`config.mk`:
```
export PLATFORM = sky130hd
export DESIGN_NAME = nci_cmd_interp
export DESIGN_NICKNAME = d
export VERILOG_FILES = /design/src/nci_pkg.sv /design/src/nci_exec_if.sv /design/src/nci_cmd_interp.sv /design/src/nci_node_walker.sv
export SDC_FILE = /design/constraint.sdc
export NUM_CORES = 1
export LEC_CHECK = 0
export ABC_AREA = 0
export BUFFER_PORTS_ARGS = -buffer_cell sky130_fd_sc_hd__buf_2
export CAP_MARGIN = 20
export CORE_AREA = 2 2 146 148
export CTS_BUF_LIST = sky130_fd_sc_hd__clkbuf_16
export DETAILED_ROUTE_END_ITERATION = 8
export DIE_AREA = 0 0 148 150
export HOLD_SLACK_MARGIN = 0.12
export PLACE_DENSITY = 0.84
export SETUP_SLACK_MARGIN = 0.1
export SYNTH_ARGS = -nofsm -noshare
export SYNTH_HDL_FRONTEND = slang
export SYNTH_SLANG_ARGS = --single-unit
```
`constraint.sdc`:
```
create_clock -name mclk -period 4.1 [get_ports mclk]
set_input_delay 0.205 -clock mclk [delete_from_list [all_inputs] [get_ports mclk]]
set_output_delay 0.205 -clock mclk [all_outputs]
set_load 0.005 [all_outputs]
```
`src/nci_pkg.sv`:
```
/*
 * package of the node command interpreter: register offsets, command codes,
 * setting defaults and timing constants.
 * assumes a single 25 MHz controller clock domain.
 */
package nci_pkg;

  // *****************************************
  // register offsets (4-bit address)
  // *****************************************
  localparam logic [3:0] REG_PARAM = 4'h0;
  localparam logic [3:0] REG_CMD = 4'h1;
  localparam logic [3:0] REG_SYS_STATUS = 4'h8;
  localparam logic [3:0] REG_NODE_REPORT = 4'h9;

  // *****************************************
  // command codes
  // *****************************************
  localparam logic [7:0] CMD_SET_OWN_ID = 8'h01;
  localparam logic [7:0] CMD_SET_RETRY = 8'h07;
  localparam logic [7:0] CMD_SET_RATE = 8'h08;
  localparam logic [7:0] CMD_MSG_FILTER = 8'h0c;
  localparam logic [7:0] CMD_TLT_LO = 8'h10;
  localparam logic [7:0] CMD_TLT_HI = 8'h11;
  localparam logic [7:0] CMD_TIP_LO = 8'h12;
  localparam logic [7:0] CMD_TIP_HI = 8'h13;
  localparam logic [7:0] CMD_TAC_LO = 8'h14;
  localparam logic [7:0] CMD_TAC_HI = 8'h15;
  localparam logic [7:0] CMD_TRP_LO = 8'h16;
  localparam logic [7:0] CMD_TRP_HI = 8'h17;
  localparam logic [7:0] CMD_READ_SETTING = 8'h29;
  localparam logic [7:0] CMD_LINK_DISABLE = 8'h37;
  localparam logic [7:0] CMD_LINK_ENABLE = 8'h38;
  localparam logic [7:0] CMD_BCAST_ON = 8'h42;
  localparam logic [7:0] CMD_BCAST_OFF = 8'h43;
  localparam logic [7:0] CMD_LINK_RESET = 8'h44;
  localparam logic [7:0] CMD_QUEUE_CLEAR = 8'h45;
  localparam logic [7:0] CMD_TEST_FEATURE = 8'h46;
  localparam logic [7:0] CMD_TOKEN_REPEAT = 8'h48;
  localparam logic [7:0] CMD_NODE_REPORT = 8'h4d;
  localparam logic [7:0] CMD_PROMISC_ON = 8'h4e;
  localparam logic [7:0] CMD_PROMISC_OFF = 8'h4f;
  localparam logic [7:0] CMD_BUSY = 8'hff;

  // *****************************************
  // read_setting subcommands
  // *****************************************
  localparam logic [7:0] SUB_RETRY = 8'h07;
  localparam logic [7:0] SUB_RATE = 8'h08;
  localparam logic [7:0] SUB_NODE_ID = 8'h01;

  // *****************************************
  // defaults and field positions
  // *****************************************
  localparam logic [3:0] RATE_MAX = 4'h9;
  localparam logic [7:0] EVAL_NODE_ID = 8'h0a;
  localparam logic [3:0] RETRY_EXP_DEF = 4'h7;
  localparam int RETRY_ABORT_BIT = 4;
  localparam logic [7:0] FILTER_DEF = 8'h3f;
  localparam logic [15:0] TLT_DEF = 16'h0401;
  localparam logic [15:0] TIP_DEF = 16'h02da;
  localparam logic [15:0] TAC_DEF = 16'h01a9;
  localparam logic [15:0] TRP_DEF = 16'h017f;
  localparam logic [7:0] TEST_BAD_CRC = 8'h01;
  localparam logic [7:0] TEST_IGNORE_TOKEN = 8'h02;
  localparam int NODE_REPORT_MAX = 8;
  localparam int SYS_EXCESS_BIT = 0;

  // *****************************************
  // timing
  // *****************************************
  localparam int CLK_MHZ = 25;
  localparam int EXEC_CYCLES = 2;
  localparam int LINK_RESET_NS = 20000;
  localparam int LINK_RESET_CYCLES = (LINK_RESET_NS * CLK_MHZ + 999) / 1000;

  typedef enum logic [1:0] {
    NCI_IDLE = 2'b00,
    NCI_EXEC = 2'b01,
    NCI_WALK = 2'b11
  } nci_state_e;

endpackage

```
`src/nci_exec_if.sv`:
```
/*
 * interface between the command decoder and its node list walker.
 * assumes both ends on mclk.
 */
`timescale 1ns/10ps
interface nci_exec_if;
  logic start;
  logic [7:0] first_id;
  logic busy;
  logic rpt_valid;
  logic [7:0] rpt_id;
  modport ctrl (output start, output first_id, input busy, input rpt_valid, input rpt_id);
  modport walker (input start, input first_id, output busy, output rpt_valid, output rpt_id);
endinterface

```
`src/nci_cmd_interp.sv`:
```
/*
 * command interpreter of a token-passing network node: the host writes a
 * parameter and a command code over a byte register port; the block keeps
 * the line, filter, retry and timer settings and drives them as levels.
 * assumes synchronous host strobes on mclk and logic inputs on mclk.
 */
`timescale 1ns/10ps
module nci_cmd_interp #(
  parameter bit EVAL_BUILD = 1'b0,
  parameter bit HAS_PROMISC = 1'b1,
  parameter bit HAS_NODE_LIST = 1'b1
) (
  // clock and reset
  input wire logic mclk,
  input wire logic resetn,
  // register port
  input wire logic [3:0] reg_addr,
  input wire logic [7:0] reg_wdata,
  input wire logic reg_wr,
  input wire logic reg_rd,
  output logic [7:0] reg_rdata,
  // protocol engine status
  input wire logic excess_event,
  input wire logic [255:0] node_map,
  // settings
  output logic [3:0] line_rate,
  output logic [7:0] own_node_id,
  output logic link_enable,
  output logic protocol_reset,
  output logic transfer_cancel,
  output logic [3:0] retry_exp,
  output logic abort_on_excess,
  output logic tx_abort,
  output logic promisc_enable,
  output logic bcast_enable,
  output logic [7:0] msg_filter,
  output logic queue_clear,
  output logic test_bad_crc,
  output logic test_ignore_token,
  output logic token_repeat,
  output logic [15:0] tlt_value,
  output logic [15:0] tip_value,
  output logic [15:0] tac_value,
  output logic [15:0] trp_value,
  output logic irq_suppress
);

  nci_exec_if ex();

  nci_node_walker #(
    .MAX_REPORTS(nci_pkg::NODE_REPORT_MAX)
  ) u_walker (
    .mclk(mclk),
    .resetn(resetn),
    .node_map(node_map),
    .ex(ex)
  );

  // *****************************************
  // state
  // *****************************************
  nci_pkg::nci_state_e st_ff, nxt_st;
  logic [7:0] par_ff, nxt_par;
  logic [7:0] code_ff, nxt_code;
  logic [9:0] wait_ff, nxt_wait;
  logic [3:0] rate_ff, nxt_rate;
  logic [7:0] nid_ff, nxt_nid;
  logic en_ff, nxt_en;
  logic preset_ff, nxt_preset;
  logic cancel_ff, nxt_cancel;
  logic [3:0] rexp_ff, nxt_rexp;
  logic abort_ff, nxt_abort;
  logic txab_ff, nxt_txab;
  logic prom_ff, nxt_prom;
  logic bc_ff, nxt_bc;
  logic [7:0] filt_ff, nxt_filt;
  logic qclr_ff, nxt_qclr;
  logic crc_ff, nxt_crc;
  logic itok_ff, nxt_itok;
  logic trep_ff, nxt_trep;
  logic [15:0] tlt_ff, nxt_tlt;
  logic [15:0] tip_ff, nxt_tip;
  logic [15:0] tac_ff, nxt_tac;
  logic [15:0] trp_ff, nxt_trp;
  logic [7:0] sys_ff, nxt_sys;
  logic [7:0] rpt_ff, nxt_rpt;
  logic irqm_ff, nxt_irqm;
  logic [7:0] rdata_ff, nxt_rdata;
  logic start_walk;

  wire logic busy = (st_ff != nci_pkg::NCI_IDLE);
  wire logic cmd_wr = reg_wr && reg_addr == nci_pkg::REG_CMD && !busy;
  wire logic [9:0] wait_last = (code_ff == nci_pkg::CMD_LINK_RESET) ?
    10'(nci_pkg::LINK_RESET_CYCLES - 1) : 10'(nci_pkg::EXEC_CYCLES - 1);

  assign ex.start = start_walk;
  assign ex.first_id = par_ff;

  // *****************************************
  // command decode and execution
  // *****************************************
  always_comb begin
    nxt_st = st_ff;
    nxt_par = par_ff;
    nxt_code = code_ff;
    nxt_wait = wait_ff;
    nxt_rate = rate_ff;
    nxt_nid = nid_ff;
    nxt_en = en_ff;
    nxt_preset = 1'b0;
    nxt_cancel = 1'b0;
    nxt_rexp = rexp_ff;
    nxt_abort = abort_ff;
    nxt_txab = 1'b0;
    nxt_prom = prom_ff;
    nxt_bc = bc_ff;
    nxt_filt = filt_ff;
    nxt_qclr = 1'b0;
    nxt_crc = crc_ff;
    nxt_itok = itok_ff;
    nxt_trep = trep_ff;
    nxt_tlt = tlt_ff;
    nxt_tip = tip_ff;
    nxt_tac = tac_ff;
    nxt_trp = trp_ff;
    nxt_sys = sys_ff;
    nxt_rpt = rpt_ff;
    nxt_irqm = irqm_ff;
    start_walk = 1'b0;
    if (reg_wr && reg_addr == nci_pkg::REG_PARAM) begin
      nxt_irqm = 1'b1;
      if (!busy) begin
        nxt_par = reg_wdata;
      end
    end
    if (excess_event) begin
      nxt_sys[nci_pkg::SYS_EXCESS_BIT] = 1'b1;
      nxt_txab = abort_ff;
    end
    if (reg_rd && reg_addr == nci_pkg::REG_SYS_STATUS && !excess_event) begin
      nxt_sys = 8'h00;
    end
    if (ex.rpt_valid) begin
      nxt_rpt = ex.rpt_id;
    end
    unique case (st_ff)
      nci_pkg::NCI_IDLE: begin
        if (cmd_wr) begin
          nxt_code = reg_wdata;
          nxt_irqm = 1'b0;
          nxt_st = nci_pkg::NCI_EXEC;
          nxt_wait = 10'h000;
        end
      end
      nci_pkg::NCI_EXEC: begin
        nxt_wait = wait_ff + 10'h001;
        if (wait_ff == 10'h000) begin
          unique case (code_ff)
            nci_pkg::CMD_SET_RATE: begin
              if (par_ff[7:4] == 4'h0 && par_ff[3:0] <= nci_pkg::RATE_MAX) begin
                nxt_rate = par_ff[3:0];
                nxt_preset = 1'b1;
              end
            end
            nci_pkg::CMD_SET_OWN_ID: begin
              if (!EVAL_BUILD && par_ff != 8'h00) begin
                nxt_nid = par_ff;
              end
            end
            nci_pkg::CMD_READ_SETTING: begin
              unique case (par_ff)
                nci_pkg::SUB_RETRY: nxt_par = {3'h0, abort_ff, rexp_ff};
                nci_pkg::SUB_RATE: nxt_par = {4'h0, rate_ff};
                nci_pkg::SUB_NODE_ID: nxt_par = nid_ff;
                default: nxt_par = 8'h00;
              endcase
            end
            nci_pkg::CMD_LINK_DISABLE: begin
              nxt_en = 1'b0;
              nxt_cancel = 1'b1;
            end
            nci_pkg::CMD_LINK_ENABLE: nxt_en = 1'b1;
            nci_pkg::CMD_LINK_RESET: begin
              nxt_en = 1'b0;
              nxt_preset = 1'b1;
              nxt_cancel = 1'b1;
              if (!EVAL_BUILD) begin
                nxt_nid = 8'h00;
              end
              nxt_rexp = nci_pkg::RETRY_EXP_DEF;
              nxt_abort = 1'b0;
              nxt_prom = 1'b0;
              nxt_bc = 1'b0;
              nxt_filt = nci_pkg::FILTER_DEF;
              nxt_crc = 1'b0;
              nxt_itok = 1'b0;
              nxt_trep = 1'b0;
              nxt_tlt = nci_pkg::TLT_DEF;
              nxt_tip = nci_pkg::TIP_DEF;
              nxt_tac = nci_pkg::TAC_DEF;
              nxt_trp = nci_pkg::TRP_DEF;
            end
            nci_pkg::CMD_SET_RETRY: begin
              nxt_rexp = par_ff[3:0];
              nxt_abort = par_ff[nci_pkg::RETRY_ABORT_BIT];
            end
            nci_pkg::CMD_PROMISC_ON: nxt_prom = HAS_PROMISC;
            nci_pkg::CMD_PROMISC_OFF: nxt_prom = 1'b0;
            nci_pkg::CMD_BCAST_ON: nxt_bc = 1'b1;
            nci_pkg::CMD_BCAST_OFF: nxt_bc = 1'b0;
            nci_pkg::CMD_MSG_FILTER: nxt_filt = par_ff;
            nci_pkg::CMD_QUEUE_CLEAR: nxt_qclr = 1'b1;
            nci_pkg::CMD_TEST_FEATURE: begin
              if (par_ff == nci_pkg::TEST_BAD_CRC) begin
                nxt_crc = 1'b1;
              end
              if (par_ff == nci_pkg::TEST_IGNORE_TOKEN) begin
                nxt_itok = 1'b1;
              end
            end
            nci_pkg::CMD_TOKEN_REPEAT: nxt_trep = par_ff[0];
            nci_pkg::CMD_NODE_REPORT: begin
              if (HAS_NODE_LIST && par_ff != 8'h00 && par_ff != 8'hff) begin
                start_walk = 1'b1;
                nxt_st = nci_pkg::NCI_WALK;
              end
            end
            nci_pkg::CMD_TLT_LO: nxt_tlt[7:0] = par_ff;
            nci_pkg::CMD_TLT_HI: nxt_tlt[15:8] = par_ff;
            nci_pkg::CMD_TIP_LO: nxt_tip[7:0] = par_ff;
            nci_pkg::CMD_TIP_HI: nxt_tip[15:8] = par_ff;
            nci_pkg::CMD_TAC_LO: nxt_tac[7:0] = par_ff;
            nci_pkg::CMD_TAC_HI: nxt_tac[15:8] = par_ff;
            nci_pkg::CMD_TRP_LO: nxt_trp[7:0] = par_ff;
            nci_pkg::CMD_TRP_HI: nxt_trp[15:8] = par_ff;
            default: ;
          endcase
        end else if (wait_ff >= wait_last) begin
          nxt_st = nci_pkg::NCI_IDLE;
        end
      end
      nci_pkg::NCI_WALK: begin
        if (!ex.busy && !start_walk) begin
          nxt_st = nci_pkg::NCI_IDLE;
        end
      end
      default: nxt_st = nci_pkg::NCI_IDLE;
    endcase
  end

  // *****************************************
  // read data, one cycle after the strobe
  // *****************************************
  always_comb begin
    nxt_rdata = 8'h00;
    if (reg_rd) begin
      unique case (reg_addr)
        nci_pkg::REG_PARAM: nxt_rdata = par_ff;
        nci_pkg::REG_CMD: nxt_rdata = busy ? nci_pkg::CMD_BUSY : code_ff;
        nci_pkg::REG_SYS_STATUS: nxt_rdata = sys_ff;
        nci_pkg::REG_NODE_REPORT: nxt_rdata = rpt_ff;
        default: nxt_rdata = 8'h00;
      endcase
    end
  end

  always_ff @(posedge mclk or negedge resetn) begin
    if (!resetn) begin
      st_ff <= nci_pkg::NCI_IDLE;
      par_ff <= 8'h00;
      code_ff <= 8'h00;
      wait_ff <= 10'h000;
      rate_ff <= 4'h0;
      nid_ff <= EVAL_BUILD ? nci_pkg::EVAL_NODE_ID : 8'h00;
      en_ff <= 1'b0;
      preset_ff <= 1'b0;
      cancel_ff <= 1'b0;
      rexp_ff <= nci_pkg::RETRY_EXP_DEF;
      abort_ff <= 1'b0;
      txab_ff <= 1'b0;
      prom_ff <= 1'b0;
      bc_ff <= 1'b0;
      filt_ff <= nci_pkg::FILTER_DEF;
      qclr_ff <= 1'b0;
      crc_ff <= 1'b0;
      itok_ff <= 1'b0;
      trep_ff <= 1'b0;
      tlt_ff <= nci_pkg::TLT_DEF;
      tip_ff <= nci_pkg::TIP_DEF;
      tac_ff <= nci_pkg::TAC_DEF;
      trp_ff <= nci_pkg::TRP_DEF;
      sys_ff <= 8'h00;
      rpt_ff <= 8'h00;
      irqm_ff <= 1'b0;
      rdata_ff <= 8'h00;
    end else begin
      st_ff <= nxt_st;
      par_ff <= nxt_par;
      code_ff <= nxt_code;
      wait_ff <= nxt_wait;
      rate_ff <= nxt_rate;
      nid_ff <= EVAL_BUILD ? nci_pkg::EVAL_NODE_ID : nxt_nid;
      en_ff <= nxt_en;
      preset_ff <= nxt_preset;
      cancel_ff <= nxt_cancel;
      rexp_ff <= nxt_rexp;
      abort_ff <= nxt_abort;
      txab_ff <= nxt_txab;
      prom_ff <= nxt_prom;
      bc_ff <= nxt_bc;
      filt_ff <= nxt_filt;
      qclr_ff <= nxt_qclr;
      crc_ff <= nxt_crc;
      itok_ff <= nxt_itok;
      trep_ff <= nxt_trep;
      tlt_ff <= nxt_tlt;
      tip_ff <= nxt_tip;
      tac_ff <= nxt_tac;
      trp_ff <= nxt_trp;
      sys_ff <= nxt_sys;
      rpt_ff <= nxt_rpt;
      irqm_ff <= nxt_irqm;
      rdata_ff <= nxt_rdata;
    end
  end

  assign reg_rdata = rdata_ff;
  assign line_rate = rate_ff;
  assign own_node_id = nid_ff;
  assign link_enable = en_ff;
  assign protocol_reset = preset_ff;
  assign transfer_cancel = cancel_ff;
  assign retry_exp = rexp_ff;
  assign abort_on_excess = abort_ff;
  assign tx_abort = txab_ff;
  assign promisc_enable = prom_ff;
  assign bcast_enable = bc_ff;
  assign msg_filter = filt_ff;
  assign queue_clear = qclr_ff;
  assign test_bad_crc = crc_ff;
  assign test_ignore_token = itok_ff;
  assign token_repeat = trep_ff;
  assign tlt_value = tlt_ff;
  assign tip_value = tip_ff;
  assign tac_value = tac_ff;
  assign trp_value = trp_ff;
  assign irq_suppress = irqm_ff;
endmodule

```
`src/nci_node_walker.sv`:
```
/*
 * walks the detected-node bitmap upward from a start id, reporting each
 * set id, stopping after a fixed count or at the end of the list.
 * assumes node_map is a level from logic in the same clock domain.
 */
`timescale 1ns/10ps
module nci_node_walker #(
  parameter int MAX_REPORTS = nci_pkg::NODE_REPORT_MAX
) (
  // clock and reset
  input wire logic mclk,
  input wire logic resetn,
  // detected-node list
  input wire logic [255:0] node_map,
  // decoder side
  nci_exec_if.walker ex
);

  logic [7:0] id_ff, nxt_id;
  logic [3:0] cnt_ff, nxt_cnt;
  logic busy_ff, nxt_busy;
  logic vld_ff, nxt_vld;
  // id of the last hit, held apart from the scan pointer that moves on
  logic [7:0] rid_ff, nxt_rid;

  // *****************************************
  // walk one id per cycle
  // *****************************************
  always_comb begin
    nxt_id = id_ff;
    nxt_cnt = cnt_ff;
    nxt_busy = busy_ff;
    nxt_vld = 1'b0;
    nxt_rid = rid_ff;
    if (ex.start) begin
      nxt_id = ex.first_id;
      nxt_cnt = 4'h0;
      nxt_busy = 1'b1;
    end else if (busy_ff) begin
      if (node_map[id_ff]) begin
        nxt_vld = 1'b1;
        nxt_rid = id_ff;
        nxt_cnt = cnt_ff + 4'h1;
      end
      if ((node_map[id_ff] && (cnt_ff + 4'h1 == 4'(MAX_REPORTS))) || id_ff == 8'hff) begin
        nxt_busy = 1'b0;
      end else begin
        nxt_id = id_ff + 8'h01;
      end
    end
  end

  always_ff @(posedge mclk or negedge resetn) begin
    if (!resetn) begin
      id_ff <= 8'h00;
      cnt_ff <= 4'h0;
      busy_ff <= 1'b0;
      vld_ff <= 1'b0;
      rid_ff <= 8'h00;
    end else begin
      id_ff <= nxt_id;
      cnt_ff <= nxt_cnt;
      busy_ff <= nxt_busy;
      vld_ff <= nxt_vld;
      rid_ff <= nxt_rid;
    end
  end

  assign ex.busy = busy_ff;
  assign ex.rpt_valid = vld_ff;
  assign ex.rpt_id = rid_ff;
endmodule

```
==> run summary <==
status = finished, final reports clean
Clock Sinks = 167
total power draw = 4.24 mW
CP Max Fanout = 29
IO Pins = 381
WP data required = 4420 ps
routed len/inst = 20.4 µm
critical path launch point type = register
H-tree levels = 4
Post-Syn Instances = 955
r2r setup slk = 620 ps
Initial DRC Count = 785
first-pass GRT wire length = 50,200 µm
routed vias/inst = 5.87
Placed Cells = 1,570
Critical Path, Cell by Cell = buf_4 > mux2i_1 > a22oi_1 > nand3_1 > and4b_1 > a221oi_1 > nand3_1 > mux2_2
Die Y = 150 µm
Clock Skew = 7.12 ps
Hold Crit Class = in2reg
dpl cell area = 11,800 µm²
mux cell area share after synthesis = 19.2%
Post-synth EDFFs = 0
r2r endpoint = u_walker.ex.rpt_id[4]
WHS Path Cells = 4
DP HPWL = 25,100 µm
Placer Congestion = 0.958
die width = 148 µm
Critical Path AT = 3790 ps
Max VDD drop = 0.000230 V
Leakage = 6.22 nW
Compound-Gate Fraction of Synth Area = 15.3%
CP Capture Type = register
period utilization = 84.8%
Max clock buf depth = 2
post-synthesis adder-cell area fraction = 1.30%
Hold Crit Start = reg_addr[0]
family with the most delay on the worst path = simple AND/OR/NAND/NOR gates
row count = 53
FMAX = 288 MHz
drt pass-1 iters = 7
TNS Setup = 0 ps
Synth cell types = 63
Yosys warnings = 0
FF+latch count, synth = 167
core box area = 20,700 µm²
critical path class = reg2reg
postcts setup bufs = 0
Worst Path Buf+Inv = 1
worst r2r src = u_walker.id_ff[0]
Max-Cap Viols = 0
min Tclk post-route = 3480 ps
PostCTS Resize Cnt = 0
largest family of logic cells by synthesized area = multiplexers
Die ar. = 22,200 µm²
via count = 9,474
sequential area share after synthesis = 43.8%
fin area = 12,500 µm²
Non-Filler Instances = 1,615
count of input and output buffers = 380
ANT nets after route = 0
initial core utilization = 46.6%
# setup viols final = 0
Post-Syn Area = 9630 µm²
most used cell, CP = nand3_1
CP max-delay cell = dfrtp_4
area growth from synthesis to layout = 29.9%
Worst R2R Path Depth = 8
layout cells sized above 1 = 40.9%
Slew headroom = 37.1%
Slew Viols, Final = 0
net count after synthesis = 1,238
Filler cells = 1,691
RSZ-0062 raised after global routing = no
grt ovf = 0
measured slew at the worst slew-check pin = 934 ps
total CTS buffers = 17
post-synthesis xor/xnor area fraction = 0.455%
Hold EP = reg_rdata[0]
Worst path max stage delay = 750 ps
Root Buffer = clkbuf_16
clk_lat worst skew = 430 ps
post-synthesis simple-gate area fraction = 16.0%
final core occ = 60.5%
FFs w/ async S/R, synth = 100%
fin nets = 1,609
Power Dens Cells = 338 nW/µm²
Clock transition at path regs = 70 ps
GRT Total Usage = 29.5%
Avg Synthesized Cell Area = 10.1 µm²
initial antenna violation count = 4
vias in the first global route = 9,134
largest net degree at the start of global routing = 97
Most used DFF post-synth = dfrtp_1
DRT Wirelength = 32,900 µm
drt drc = 0
CTS tree = yes
Hold Violations, Final = 0
==> how the worst max path moves through the flow <==
stage,cells after the start,from,to,slack (ps)
6_report,8,u_walker.id_ff[0],u_walker.ex.rpt_id[4],620
5_1_grt,8,u_walker.id_ff[0],u_walker.ex.rpt_id[4],300
4_1_cts,8,u_walker.id_ff[0],u_walker.ex.rpt_id[1],620
3_5_place_dp,8,u_walker.id_ff[0],u_walker.ex.rpt_id[1],640
3_3_place_gp,9,u_walker.id_ff[0],u_walker.id_ff[7],680
2_1_floorplan,13,code_ff[5],st_ff[0],1040
==> cells by family after synthesis <==
family | Yosys count
AOI/OAI and AO/OA | 244
DFF | 167
buffers and inverters | 85
xor gates and xnor gates | 5
and+or+nand+nor | 332
muxes | 112
adders and majority gates | 10
==> repair_timing <==
item	in CTS	in global routing
hold buffers	12	0
endpoints found under the setup margin	0	0
endpoints found under the hold margin	110	0
==> worst reg2reg max path, cell delays in order, from the launching register on <==
cell and delay [ps]:
dfrtp_4 750, buf_4 490, mux2i_1 150, a22oi_1 190
nand3_1 120, and4b_1 250, a221oi_1 510, nand3_1 470
mux2_2 420
==> cells in the final DEF (no fill, tap or decap), types with 6 or more instances in the layout <==
master	count
inv_1	16
a21oi_1	41
nand2_1	159
mux4_2	50
nor2_1	35
a22o_1	7
nor2b_1	13
mux2_2	18
dfstp_2	30
buf_2	379
nor3_1	21
nand4_1	8
and3_1	6
or3_1	6
mux2i_1	39
a31oi_1	7
o211ai_1	7
dfrtp_1	135
buf_4	27
ha_1	10
nand2b_1	7
o21ai_0	123
nand3_1	46
clkbuf_16	17
o22ai_1	6
a22oi_1	23
dlygate4sd3_1	12
==> metal layers <==
layer / up-vias / GRT usage, % / wire length [µm]
li1: 4290 / - / -
met1: 4574 / 37.5 / 12700
met2: 507 / 48.9 / 16400
met3: 99 / 6.37 / 2610
met4: 4 / 12.8 / 1280
met5: - / 0 / 24
==> power by group <==
part | switching (mW) | total (mW) | internal, mW
combinational | 0.415 | 0.752 | 0.337
clock | 0.699 | 1.61 | 0.911
sequential | 0.129 | 1.87 | 1.74
total | 1.24 | 4.24 | 2.99
==> layout make-up <==
class / instances / area [µm²] / area share, %
clock buffer: 17 / 425 / 3.40
sequential: 167 / 4220 / 33.7
tap: 275 / 344 / 2.75
multi-input combinational: 703 / 5040 / 40.2
inverter: 17 / 63.8 / 0.510
clock inverter: 15 / 170 / 1.36
timing repair buffer: 420 / 2250 / 18.0
antenna: 1 / 2.50 / 0.0200
==> sequential cells by signal (all words and copies together) (netlist names), 2 cells and up <==
register	flops
tip_value	16
st_ff	2
reg_rdata	8
u_walker.ex.rpt_id	8
ex.first_id	8
u_walker.id_ff	8
msg_filter	8
trp_value	16
tlt_value	16
retry_exp	4
own_node_id	8
u_walker.cnt_ff	4
code_ff	8
tac_value	16
line_rate	4
rpt_ff	8
wait_ff	10
==> Yosys cell counts (5+ instances only) <==
cell type	count	area, µm²
ha_1	10	125
a31oi_1	7	43.8
nor4_1	5	31.3
and3_1	6	37.5
nand3_1	47	235
mux2i_1	39	390
or3_1	6	37.5
mux4_1	5	131
mux2_2	18	203
dfrtp_1	137	3430
buf_2	7	35.0
nor2_1	35	131
nand4_1	8	50.1
nor3_1	21	105
buf_1	5	18.8
inv_1	16	60.1
dfstp_2	30	788
clkbuf_1	48	180
a21oi_1	41	205
nand2_1	159	597
o211ai_1	7	52.6
mux4_2	50	1130
o22ai_1	6	37.5
a22oi_1	23	173
o31ai_1	5	37.5
a22o_1	7	61.3
nor2b_1	13	81.3
o21ai_0	123	616
nand2b_1	7	43.8
==> through the flow <==
| stage | setup slack (ps) | hold slack (ps) |
|---|---|---|
| 6_report | 624 | 172 |
| 3_3_place_gp | 677 | 353 |
| 3_5_place_dp | 644 | 357 |
| 2_1_floorplan | 1040 | -90.6 |
| 5_1_grt | 300 | 199 |
| 4_1_cts | 621 | 157 |
Power figures use the tool's default switching activity.
